==> src/rtl/dcc_consts.vh <==
// Constants shared by the dual comparator control block
`ifndef DCC_CONSTS_VH
`define DCC_CONSTS_VH

// ----------------------------------------------------------------
// Register indices and byte addresses
// ----------------------------------------------------------------
`define DCC_IDX_CTL        12'h01F
`define DCC_IDX_FLAG       12'h00C
`define DCC_IDX_DIR        12'h085
`define DCC_IDX_STAT       12'h020
`define DCC_ADDR_CTL       {`DCC_IDX_CTL, 2'h0}
`define DCC_ADDR_FLAG      {`DCC_IDX_FLAG, 2'h0}
`define DCC_ADDR_DIR       {`DCC_IDX_DIR, 2'h0}
`define DCC_ADDR_STAT      {`DCC_IDX_STAT, 2'h0}
`define DCC_ADDR_W         14

// ----------------------------------------------------------------
// Field positions
// ----------------------------------------------------------------
`define DCC_CTL_RES2_BIT   7
`define DCC_CTL_RES1_BIT   6
`define DCC_CTL_CIS_BIT    3
`define DCC_CTL_MODE_MSB   2
`define DCC_CTL_MODE_LSB   0
`define DCC_FLAG_BIT       6
`define DCC_DIR_MSB        4
`define DCC_STAT_SETTLE    0

// ----------------------------------------------------------------
// Reset values
// ----------------------------------------------------------------
`define DCC_MODE_RST       3'h0
`define DCC_CIS_RST        1'h0
`define DCC_DIR_RST        5'h1F
`define DCC_CFG_W          16

// ----------------------------------------------------------------
// Comparator modes and input pin selects
// ----------------------------------------------------------------
`define DCC_MODE_RESET     3'h0
`define DCC_MODE_3IN_MUX   3'h1
`define DCC_MODE_4IN_MUX   3'h2
`define DCC_MODE_COMMON    3'h3
`define DCC_MODE_INDEP     3'h4
`define DCC_MODE_SINGLE    3'h5
`define DCC_MODE_COMMON_O  3'h6
`define DCC_MODE_OFF       3'h7
`define DCC_PIN_RA0        2'h0
`define DCC_PIN_RA1        2'h1
`define DCC_PIN_RA2        2'h2
`define DCC_PIN_RA3        2'h3

// ----------------------------------------------------------------
// Timing
// ----------------------------------------------------------------
`define DCC_CLK_NS         10
`define DCC_SETTLE_NS      10000
`define DCC_SETTLE_W       16

// ----------------------------------------------------------------
// Bus encodings
// ----------------------------------------------------------------
`define DCC_HTRANS_NONSEQ  2'h2
`define DCC_HRESP_OKAY     1'h0

`endif

==> src/rtl/dcc_sync.v <==
// Three-stage input synchroniser with agreement filter
`timescale 1ns/1ps

module dcc_sync #(
  parameter WIDTH = 2
) (
  // Clock and reset
  input  wire             clk,
  input  wire             nrst,
  input  wire             ce,
  // Data
  input  wire [WIDTH-1:0] async_in,
  output reg  [WIDTH-1:0] sync_out_ff
);

  reg [WIDTH-1:0] s1_ff;
  reg [WIDTH-1:0] s2_ff;
  reg [WIDTH-1:0] s3_ff;
  wire [WIDTH-1:0] nxt_sync_out;

  // ----------------------------------------------------------------
  // Stages
  // ----------------------------------------------------------------
  // First stage feeds only the second, never any logic
  genvar i;
  generate
    for (i = 0; i < WIDTH; i = i + 1) begin : g_bit
      assign nxt_sync_out[i] = (s2_ff[i] == s3_ff[i]) ? s3_ff[i] : sync_out_ff[i];
    end
  endgenerate

  always @(posedge clk or negedge nrst) begin
    if (!nrst) begin
      s1_ff       <= {WIDTH{1'b0}};
      s2_ff       <= {WIDTH{1'b0}};
      s3_ff       <= {WIDTH{1'b0}};
      sync_out_ff <= {WIDTH{1'b0}};
    end else if (ce) begin
      s1_ff       <= async_in;
      s2_ff       <= s1_ff;
      s3_ff       <= s2_ff;
      sync_out_ff <= nxt_sync_out;
    end
  end

endmodule

==> src/rtl/dcc_top.v <==
// Dual comparator control and status logic with AHB-Lite register access
//
// Implementation choice: the AHB-Lite slave port.
`timescale 1ns/1ps
`include "dcc_consts.vh"

// Notes on behaviour
// - Control bit 7 reads comparator 2 result, 1 when plus input exceeds minus.
// - Control bit 6 reads comparator 1 result, 1 when plus input exceeds minus.
// - Control bits 5 and 4 ignore writes and read zero.
// - Bits 2 to 0 pick one of eight modes setting both multiplexers.
// - Bit 3 steers inverting-input multiplexers in modes that use it.
// - Comparator inputs come from four port-A pins or the internal reference.
// - Port-A direction bits keep controlling pin direction in every mode.
// - Modes offer both a shared reference and separate references.
// - Reset clears control register, giving mode 000, analog pins, comparators off.
// - Change flag sets on result mismatch, and also on a written one.
// - Any control read or write ends mismatch; access before clearing the flag.
// - Mode 110 routes raw comparator results to RA3 and RA4, direction gated.
module dcc_top #(
  parameter SETTLE_NS = `DCC_SETTLE_NS,
  parameter CLK_NS    = `DCC_CLK_NS
) (
  // Clock, reset, enable
  input  wire        clk,
  input  wire        nrst,
  input  wire        ce,
  // AHB-Lite slave
  input  wire        hsel,
  input  wire [31:0] haddr,
  input  wire [1:0]  htrans,
  input  wire        hwrite,
  input  wire [2:0]  hsize,
  input  wire        hready,
  input  wire [31:0] hwdata,
  output reg  [31:0] hrdata_ff,
  output reg         hreadyout_ff,
  output reg         hresp_ff,
  // Asynchronous comparator results
  input  wire        cmp1_raw,
  input  wire        cmp2_raw,
  // Analog multiplexer controls
  output reg  [1:0]  cmp_power_en_ff,
  output reg         cmp_pos_vref_ff,
  output reg  [1:0]  cmp1_pos_sel_ff,
  output reg  [1:0]  cmp1_neg_sel_ff,
  output reg  [1:0]  cmp2_pos_sel_ff,
  output reg  [1:0]  cmp2_neg_sel_ff,
  output reg  [3:0]  pa_analog_en_ff,
  // Pin output path
  output reg         ra3_ra4_cmp_route_ff,
  output reg  [4:0]  pa_oe_ff,
  // Status
  output reg         comparator_change_flag_ff,
  output reg         result_settling_ff
);

  // ----------------------------------------------------------------
  // Settling count
  // ----------------------------------------------------------------
  // Rounded up: a coarse clock must never shorten the window
  localparam integer SETTLE_RAW = (SETTLE_NS + CLK_NS - 1) / CLK_NS;
  localparam integer SETTLE_CYC = (SETTLE_RAW < 1) ? 1 : SETTLE_RAW;
  localparam [`DCC_SETTLE_W-1:0] SETTLE_LOAD = SETTLE_CYC[`DCC_SETTLE_W-1:0];

  // ----------------------------------------------------------------
  // Mode decode
  // ----------------------------------------------------------------
  // Returns {power, vref_pos, c1pos, c1neg, c2pos, c2neg, analog, route}
  // Unused selects park on RA0
  function [`DCC_CFG_W-1:0] mode_cfg;
    input [2:0] mode;
    input       input_switch_select;
    begin
      case (mode)
        `DCC_MODE_3IN_MUX: begin
          mode_cfg = {2'h3, 1'b0, `DCC_PIN_RA2, (input_switch_select ? `DCC_PIN_RA3 : `DCC_PIN_RA0),
                      `DCC_PIN_RA2, `DCC_PIN_RA1, 4'hF, 1'b0};
        end
        `DCC_MODE_4IN_MUX: begin
          mode_cfg = {2'h3, 1'b1, `DCC_PIN_RA0, (input_switch_select ? `DCC_PIN_RA3 : `DCC_PIN_RA0),
                      `DCC_PIN_RA0, (input_switch_select ? `DCC_PIN_RA2 : `DCC_PIN_RA1),
                      4'hF, 1'b0};
        end
        `DCC_MODE_COMMON: begin
          mode_cfg = {2'h3, 1'b0, `DCC_PIN_RA2, `DCC_PIN_RA0,
                      `DCC_PIN_RA2, `DCC_PIN_RA1, 4'h7, 1'b0};
        end
        `DCC_MODE_INDEP: begin
          mode_cfg = {2'h3, 1'b0, `DCC_PIN_RA3, `DCC_PIN_RA0,
                      `DCC_PIN_RA2, `DCC_PIN_RA1, 4'hF, 1'b0};
        end
        `DCC_MODE_SINGLE: begin
          mode_cfg = {2'h2, 1'b0, `DCC_PIN_RA0, `DCC_PIN_RA0,
                      `DCC_PIN_RA2, `DCC_PIN_RA1, 4'h6, 1'b0};
        end
        `DCC_MODE_COMMON_O: begin
          mode_cfg = {2'h3, 1'b0, `DCC_PIN_RA2, `DCC_PIN_RA0,
                      `DCC_PIN_RA2, `DCC_PIN_RA1, 4'h7, 1'b1};
        end
        `DCC_MODE_OFF: begin
          mode_cfg = {2'h0, 1'b0, `DCC_PIN_RA0, `DCC_PIN_RA0,
                      `DCC_PIN_RA0, `DCC_PIN_RA0, 4'h0, 1'b0};
        end
        default: begin
          // Reset mode: every pin analog, both comparators off
          mode_cfg = {2'h0, 1'b0, `DCC_PIN_RA0, `DCC_PIN_RA0,
                      `DCC_PIN_RA0, `DCC_PIN_RA0, 4'hF, 1'b0};
        end
      endcase
    end
  endfunction

  // ----------------------------------------------------------------
  // State
  // ----------------------------------------------------------------
  reg  [2:0]                mode_ff;
  reg                       cis_ff;
  reg  [`DCC_DIR_MSB:0]     dir_ff;
  // Results as seen at the last control access
  reg  [1:0]                latched_res_ff;
  reg  [`DCC_SETTLE_W-1:0]  settle_cnt_ff;
  reg                       wr_pend_ff;
  reg                       rd_pend_ff;
  reg  [`DCC_ADDR_W-1:0]    addr_ff;
  wire [1:0]                res_sync;
  wire                      res1;
  wire                      res2;
  wire                      ap_take;
  wire                      ctl_wr;
  wire                      ctl_rd;
  wire                      flag_wr;
  wire                      mismatch;
  reg  [31:0]               rdata;
  reg  [2:0]                nxt_mode;
  reg                       nxt_cis;
  reg                       nxt_flag;
  reg  [`DCC_SETTLE_W-1:0]  nxt_settle_cnt;
  reg  [`DCC_CFG_W-1:0]     nxt_cfg;

  // ----------------------------------------------------------------
  // Comparator result synchroniser
  // ----------------------------------------------------------------
  // Pad mux takes the raw result; status and flag use this copy
  dcc_sync #(
    .WIDTH       (2)
  ) u_sync (
    .clk         (clk),
    .nrst        (nrst),
    .ce          (ce),
    .async_in    ({cmp2_raw, cmp1_raw}),
    .sync_out_ff (res_sync)
  );

  assign res1 = res_sync[0];
  assign res2 = res_sync[1];

  // ----------------------------------------------------------------
  // Bus decode
  // ----------------------------------------------------------------
  // Reads cost one wait state so a write just before is always visible
  // Size ignored: every register is one aligned word
  assign ap_take = hsel & hready & (htrans == `DCC_HTRANS_NONSEQ);
  assign ctl_wr  = wr_pend_ff & (addr_ff == `DCC_ADDR_CTL);
  assign flag_wr = wr_pend_ff & (addr_ff == `DCC_ADDR_FLAG);
  assign ctl_rd  = rd_pend_ff & (addr_ff == `DCC_ADDR_CTL);

  // Mismatch persists until a control access refreshes the copy
  assign mismatch = (res_sync != latched_res_ff);

  always @* begin
    rdata = 32'h0000_0000;
    case (addr_ff)
      `DCC_ADDR_CTL: begin
        rdata[`DCC_CTL_RES2_BIT] = res2;
        rdata[`DCC_CTL_RES1_BIT] = res1;
        rdata[`DCC_CTL_CIS_BIT]  = cis_ff;
        rdata[`DCC_CTL_MODE_MSB:`DCC_CTL_MODE_LSB] = mode_ff;
      end
      `DCC_ADDR_FLAG: begin
        rdata[`DCC_FLAG_BIT] = comparator_change_flag_ff;
      end
      `DCC_ADDR_DIR: begin
        rdata[`DCC_DIR_MSB:0] = dir_ff;
      end
      `DCC_ADDR_STAT: begin
        rdata[`DCC_STAT_SETTLE] = result_settling_ff;
      end
      default: begin
        rdata = 32'h0000_0000;
      end
    endcase
  end

  // ----------------------------------------------------------------
  // Next-state logic
  // ----------------------------------------------------------------
  always @* begin
    nxt_mode = mode_ff;
    nxt_cis  = cis_ff;
    if (ctl_wr) begin
      nxt_mode = hwdata[`DCC_CTL_MODE_MSB:`DCC_CTL_MODE_LSB];
      nxt_cis  = hwdata[`DCC_CTL_CIS_BIT];
    end
    nxt_cfg = mode_cfg(nxt_mode, nxt_cis);
    // Set wins over a clearing write in the same cycle
    nxt_flag = comparator_change_flag_ff;
    if (flag_wr) begin
      nxt_flag = hwdata[`DCC_FLAG_BIT];
    end
    if (mismatch) begin
      nxt_flag = 1'b1;
    end
    // Settling restarts on every mode change, tracks the pending window
    // A same-mode write leaves a running count alone
    nxt_settle_cnt = settle_cnt_ff;
    if (ctl_wr && (nxt_mode != mode_ff)) begin
      nxt_settle_cnt = SETTLE_LOAD;
    end else if (settle_cnt_ff != {`DCC_SETTLE_W{1'b0}}) begin
      nxt_settle_cnt = settle_cnt_ff - {{(`DCC_SETTLE_W-1){1'b0}}, 1'b1};
    end
  end

  // ----------------------------------------------------------------
  // Bus slave
  // ----------------------------------------------------------------
  always @(posedge clk or negedge nrst) begin
    if (!nrst) begin
      wr_pend_ff   <= 1'b0;
      rd_pend_ff   <= 1'b0;
      addr_ff      <= {`DCC_ADDR_W{1'b0}};
      hrdata_ff    <= 32'h0000_0000;
      hreadyout_ff <= 1'b1;
      hresp_ff     <= `DCC_HRESP_OKAY;
    end else if (ce) begin
      // Never an error: unmapped reads return zero
      hresp_ff   <= `DCC_HRESP_OKAY;
      wr_pend_ff <= ap_take & hwrite;
      rd_pend_ff <= ap_take & ~hwrite;
      if (ap_take) begin
        addr_ff <= {haddr[`DCC_ADDR_W-1:2], 2'h0};
      end
      if (ap_take && !hwrite) begin
        hreadyout_ff <= 1'b0;
      end else begin
        hreadyout_ff <= 1'b1;
      end
      if (rd_pend_ff) begin
        hrdata_ff <= rdata;
      end
    end
  end

  // ----------------------------------------------------------------
  // Registers and outputs
  // ----------------------------------------------------------------
  always @(posedge clk or negedge nrst) begin
    if (!nrst) begin
      mode_ff                   <= `DCC_MODE_RST;
      cis_ff                    <= `DCC_CIS_RST;
      dir_ff                    <= `DCC_DIR_RST;
      latched_res_ff            <= 2'h0;
      settle_cnt_ff             <= {`DCC_SETTLE_W{1'b0}};
      comparator_change_flag_ff <= 1'b0;
      result_settling_ff        <= 1'b0;
      cmp_power_en_ff           <= 2'h0;
      cmp_pos_vref_ff           <= 1'b0;
      cmp1_pos_sel_ff           <= `DCC_PIN_RA0;
      cmp1_neg_sel_ff           <= `DCC_PIN_RA0;
      cmp2_pos_sel_ff           <= `DCC_PIN_RA0;
      cmp2_neg_sel_ff           <= `DCC_PIN_RA0;
      pa_analog_en_ff           <= 4'hF;
      ra3_ra4_cmp_route_ff      <= 1'b0;
      pa_oe_ff                  <= 5'h00;
    end else if (ce) begin
      mode_ff <= nxt_mode;
      cis_ff  <= nxt_cis;
      if (wr_pend_ff && (addr_ff == `DCC_ADDR_DIR)) begin
        dir_ff <= hwdata[`DCC_DIR_MSB:0];
      end
      // Snapshot matches what a control read returns this cycle
      if (ctl_wr || ctl_rd) begin
        latched_res_ff <= res_sync;
      end
      settle_cnt_ff             <= nxt_settle_cnt;
      result_settling_ff        <= (nxt_settle_cnt != {`DCC_SETTLE_W{1'b0}});
      comparator_change_flag_ff <= nxt_flag;
      {cmp_power_en_ff, cmp_pos_vref_ff, cmp1_pos_sel_ff, cmp1_neg_sel_ff,
       cmp2_pos_sel_ff, cmp2_neg_sel_ff, pa_analog_en_ff,
       ra3_ra4_cmp_route_ff} <= nxt_cfg;
      // Direction bit 1 means input; holds in every mode
      // A direction write drives the enables without a cycle of lag
      if (wr_pend_ff && (addr_ff == `DCC_ADDR_DIR)) begin
        pa_oe_ff <= ~hwdata[`DCC_DIR_MSB:0];
      end else begin
        pa_oe_ff <= ~dir_ff;
      end
    end
  end

endmodule

==> config.mk <==
export PLATFORM = sky130hd
export DESIGN_NAME = dcc_top
export DESIGN_NICKNAME = d
export VERILOG_FILES = /design/src/rtl/dcc_sync.v /design/src/rtl/dcc_top.v
export VERILOG_INCLUDE_DIRS = /design/src /design/src/rtl
export SDC_FILE = /design/constraint.sdc
export NUM_CORES = 1
export LEC_CHECK = 0
export ABC_AREA = 1
export BUFFER_PORTS_ARGS = -buffer_cell sky130_fd_sc_hd__buf_2
export CAP_MARGIN = 30
export CORE_ASPECT_RATIO = 1.2
export CORE_UTILIZATION = 35
export CTS_CLUSTER_DIAMETER = 100
export DETAILED_ROUTE_END_ITERATION = 16
export GPL_ROUTABILITY_DRIVEN = 0
export HOLD_SLACK_MARGIN = 0.1
export SYNTH_ARGS = -nofsm -noshare
export SYNTH_HDL_FRONTEND = slang
export SYNTH_HIERARCHICAL = 1
export SYNTH_SLANG_ARGS = --single-unit
==> constraint.sdc <==
create_clock -name clk -period 5.92 [get_ports clk]
set_clock_uncertainty 0.2 [all_clocks]
set_input_delay 0.592 -clock clk [delete_from_list [all_inputs] [get_ports clk]]
set_output_delay 0.592 -clock clk [all_outputs]
set_load 0.02 [all_outputs]
# Yosys cells after proc, flatten, opt, wreduce, memory -nomap -nowiden
# Cells that the tools add are included.
# totals
regBits,80
inputBits,77
out_inout_bits,57
wordCells,84
# classes
n_addsub,1
n_eq_ne,16
mux,16
n_bitwise,10
n_reduce_logical,15
# op_table
op,n
16-bit case mux with 7 select lines,1
16-bit two-way mux,2
16-bit nonzero test,2
"16-bit by 1-bit subtractor with 16-bit output, second input constant",1
2-bit AND reduction,7
"12-bit by 4-bit equality test with 1-bit output, second input constant",1
"12-bit by 5-bit equality test with 1-bit output, second input constant",1
"12-bit by 6-bit equality test with 1-bit output, second input constant",1
"12-bit by 8-bit equality test with 1-bit output, second input constant",1
"3-bit equality test, second input constant",4
5-bit inverter,2
1-bit AND,7
"3-bit by 2-bit equality test with 1-bit output, second input constant",2
1-bit two-way mux,6
3-bit case mux with 2 select lines,1
5-bit two-way mux,1
2-bit two-way mux,2
"3-bit by 1-bit equality test with 1-bit output, second input constant",1
1-bit logical AND,3
3-bit two-way mux,1
3-bit inequality test,1
1-bit case mux with 3 select lines,1
1-bit equality test,2
"2-bit equality test, second input constant",1
other kinds (6),6

# Depth between registers and ports, before layout
# depth
ltp_word,7
depth_mapped,15
ltp_nobuf,15

# Hierarchy
# The synthesis kept the hierarchy.
# by_module_without_submodules
mod,n_inst,cells_per_inst,area_per_inst_um2,seq_area_each_um2
dcc_top,1,473,3895.0,1737.9
dcc_sync,1,42,381.6,200.2

# Worst setup path after synthesis
# OpenSTA, ideal clock, no wires.
# synth_path
path_type,register to register
startpoint,register settle_cnt_ff[0]
endpoint,register result_settling_ff
setup_time_ns,0.113
arrival_ns,1.637
required_ns,5.607
path_slack_ns,3.970
stages_incl_launch_ff,14
path_buffers,0
period_less_slack_ns,1.950
path_cell_list,dfrtp_1 inv_1 ha_1 nand2_1 nor2_1 nand2_1 o21ai_0 nand4_1 nor2_1 nand4_1 nor2_1 nand3_1 nand2_1 inv_1
# synth_between
elab_chain_cells,4
elab_cells_between_ends,5
classes_between,add/sub (1); mux (2); reduce/logical (2)
# synth_rtl
item,line,rtl
start: declaration,dcc_top.v:122,reg [`DCC_SETTLE_W-1:0] settle_cnt_ff;
start signal: assignment,dcc_top.v:263,settle_cnt_ff <= {`DCC_SETTLE_W{1'b0}};
start signal: assignment,dcc_top.v:285,settle_cnt_ff <= nxt_settle_cnt;
16-bit by 1-bit subtractor with 16-bit output or 16-bit nonzero test (tied branches),"dcc_top.v:220, dcc_top.v:219",
16-bit two-way mux *,dcc_top.v:219,end else if (settle_cnt_ff != {`DCC_SETTLE_W{1'b0}}) begin
16-bit two-way mux *,dcc_top.v:217,if (ctl_wr && (nxt_mode != mode_ff)) begin
16-bit nonzero test *,dcc_top.v:286,result_settling_ff <= (nxt_settle_cnt != {`DCC_SETTLE_W{1'b0}});
end signal: assignment,dcc_top.v:286,
end: declaration,dcc_top.v:55,output reg result_settling_ff
# Mark *: on every way between the ends. The rest lies on a longest branch, timed or not.
# A chain may end at the register's enable or synchronous reset.

# Worst setup path after layout
# Same ends and word-level chain as after synthesis.

==> flow_summary.yaml <==
worst_setup_path:
  cp_max_fo: 17
  critPathTopFamily: "simple AND/OR/NAND/NOR gates"
  rrSetupSlack_ns: 3.22
  path_buf_inv: 3
  critical_path_required_ns: 5.94
  start_kind: "flip-flop"
  cp.arrival_ns: 2.72
  crit_top_cell: "nand2_1"
  worst_setup_path_end_kind: "flip-flop"
  cp_slowest_stage_delay_ns: 0.46
  worstPathCellList: "inv_1 > ha_1 > nand2_1 > nor2_1 > nand2_1 > nand2_1 > nand2_1 > clkinv_1 > nand4_1 > nor2_1 > nand4_1 > nor2_1 > nand3_1 > nand2_1 > inv_1"
  worstSetupPathType: "flip-flop to flip-flop"
  r2r_end: "result_settling_ff$_DFFE_PN0P_"
  cp_slowest_cell: "dfrtp_1"
  worst_r2r_path_depth: 15
  r2r-start: "settle_cnt_ff[0]$_DFFE_PN0P_"
die:
  die_w_um: 103
  rows: 43
  fp.coreArea_um2: 11700
  die-area_um2: 12700
  start_util: 0.365
  die_h_um: 123
  num_io_pins: 134
drt:
  firstDrtPassIters: 4
  routed.top_layer: "met4"
  route.vias.total: 3495
  ant_nets: 0
  wl_met1_mm: 4.01
  wirelength_mm: 9.56
  avgViaCountPerCell: 4.77
  drc: 0
  wl_per_cell_um: 13.1
  wl_met2_mm: 4.95
  drt-initial-drc-count: 131
  wl_met3_um: 388
place:
  portBuffers: 57
  hpwl_mm: 7.18
sta:
  finalMaxSlewViolations: 0
  period_share: 0.456
  hold_viol_final: 0
  rsz0062_at_grt: "false"
  relSlewSlack: 0.486
  finalSetupTns_ns: 0
  tightest_slew_ns: 0.769
  period_minus_slack_ns: 2.70
  finalSetupViolCount: 0
  fmax_mhz: 371
clock_tree:
  post_cts_buffers: 0
  cts-htree-levels: 3
  clk-insertion-delay-late_ns: 0.33
  root_buffer: "clkbuf_16"
  cts_resized: 0
  cts_buffer_depth: 2
  cts_tree: "done"
  numCtsBuffers: 9
  cts_hold_buffers: 1
  clk_pin_slew_ns: 0.06
  cts.sinks: 77
global_routing:
  grt_max_degree: 67
  overflow: 0
  grt_usage: 0.166
  grt_pass1_wl_mm: 16.0
  grt_pass1_vias: 3383
  antenna_found_initial: 0
synth:
  synth_area_leaders: "dfrtp_1, nand2_1, dfstp_2, nor2_1, buf_4"
  synth_top_area_cell: "dfrtp_1"
  synth_area_um2: 4280
  netlist_instances: 515
  synth-edff-count: 0
  syn_avg_cell_area_um2: 8.30
  synthTopCellsByCount: "nand2_1, dfrtp_1, nor2_1"
  ys_seq_area_frac: 0.453
  synth.ff_latch_count: 77
  post-synth-top-count-cell: "nand2_1"
  async_flop_share: 1.00
  yosysTopAreaCellShare: 0.398
  yosysWarnings: 6
  synth_cell_types: 51
  synth_flop_cell: "dfrtp_1"
power_and_ir_drop:
  p_leak_uw: 0.00243
  irDropWorstVdd_uv: 147
  p_per_area_nw_per_um2: 330
  fin_total_pwr_uw: 1620
hold_path:
  whs_path_depth: 3
  min_to: "u_sync/s1_ff[0]$_DFFE_PN0P_"
  hold_path_class: "input pin to flip-flop"
  hp-start: "cmp1_raw"
layout:
  drive_gt1_frac: 0.230
  synthToLayoutAreaGrowth_pct: 15.0
  diodes: 0
  nNetsFinal: 649
  fillers: 1239
status:
  status: "completed"
run:
  cap_violations: 0
-- metal layers --
layer	vias up	track usage
li1	1736	-
met3	19	0.0350
met2	84	0.284
met1	1656	0.198
met5	-	0
met4	0	0.0748
-- worst register-to-register path, cell delays in order, from the launching register on --
cell and delay (ns):
dfrtp_1 0.46, inv_1 0.14, ha_1 0.19, nand2_1 0.06, nor2_1 0.21, nand2_1 0.39, nand2_1 0.19, nand2_1 0.10
clkinv_1 0.06, nand4_1 0.07, nor2_1 0.14, nand4_1 0.10, nor2_1 0.11, nand3_1 0.08, nand2_1 0.06, inv_1 0.04
-- flip-flops by register name (all words and copies together), names as in the netlist, 2 cells and up --
| register | count |
|---|---|
| u_sync/s2_ff | 2 |
| pa_analog_en_ff | 3 |
| latched_res_ff | 2 |
| u_sync/s3_ff | 2 |
| cmp1_pos_sel_ff | 2 |
| settle_cnt_ff | 16 |
| pa_oe_ff | 5 |
| hrdata_ff | 7 |
| cmp_power_en_ff | 2 |
| u_sync/sync_out_ff | 2 |
| dir_ff | 5 |
| u_sync/s1_ff | 2 |
| mode_ff | 3 |
| addr_ff | 12 |
| cmp2_neg_sel_ff | 2 |
-- logic make-up after synthesis --
logic type | after synthesis | share of synthesized area
flip-flops | 77 | 0.453
XOR/XNOR | 11 | 0.0225
multiplexers | 7 | 0.0184
buffers and inverters | 101 | 0.121
adder cells (fa/ha/maj) | 2 | 0.00585
AND/OR/NAND/NOR | 231 | 0.251
other | 1 | 0.000877
AO/OA/AOI/OAI | 85 | 0.126
-- worst max-delay path by stage --
stage / start / endpoint / slack (ns) / cells past startpoint
2_1_floorplan: settle_cnt_ff[0]$_DFFE_PN0P_ / result_settling_ff$_DFFE_PN0P_ / 3.97 / 13
3_3_place_gp: ce / addr_ff[8]$_DFFE_PN0P_ / 3.14 / 4
3_5_place_dp: ce / addr_ff[9]$_DFFE_PN0P_ / 3.08 / 4
4_1_cts: settle_cnt_ff[0]$_DFFE_PN0P_ / result_settling_ff$_DFFE_PN0P_ / 3.23 / 13
5_1_grt: settle_cnt_ff[0]$_DFFE_PN0P_ / result_settling_ff$_DFFE_PN0P_ / 2.98 / 15
6_report: settle_cnt_ff[0]$_DFFE_PN0P_ / result_settling_ff$_DFFE_PN0P_ / 3.22 / 15
-- layout by cell type (no fill, tap or decap), drive strengths merged, types with 2 or more instances in the layout --
cell type  instances
buf               60
clkbuf            11
xnor2              3
dfrtp             68
or2                3
inv               57
a221oi             3
o22ai              2
o221ai             3
xor2               8
a31oi              5
o31ai              6
o21ai             41
clkinv             4
nor4               4
nor2              67
conb              27
o211ai             2
mux2               7
nor3               6
a21oi             19
dfstp              9
nand3             17
nand2            118
ha                 2
nand4             12
-- area by class of cell --
cell class	instances	area (um2)	area share
flip-flops and latches	77	1940	0.394
clock buffers	11	233	0.0473
repair buffers	61	360	0.0732
multi-input cells	363	1920	0.390
clock inverters	5	52.6	0.0107
well taps	157	196	0.0399
inverters	58	223	0.0453
-- metrics by stage --
| stage | instances | area, um2 | worst slack, ns | utilization | hold slack (ns) |
|---|---|---|---|---|---|
| after CTS | 732 | 4920 | 3.23 | 0.419 | 0.249 |
| final | 732 | 4920 | 3.22 | 0.419 | 0.262 |
| after global routing | 732 | 4920 | 2.98 | 0.419 | 0.265 |
| after detailed placement | 715 | 4620 | 3.08 | 0.394 | 0.261 |
| after floorplan | 541 | 4370 | 3.97 | - | 0.0964 |
| after global placement | 713 | 4570 | 3.14 | 0.390 | 0.257 |
-- power by group --
group	switching, uW	total [uW]	leakage, uW	internal, uW
clock network	206	530	0.000139	324
registers	74.4	684	0.000931	610
logic	267	408	0.00136	141
Power figures use the tool's default switching activity.
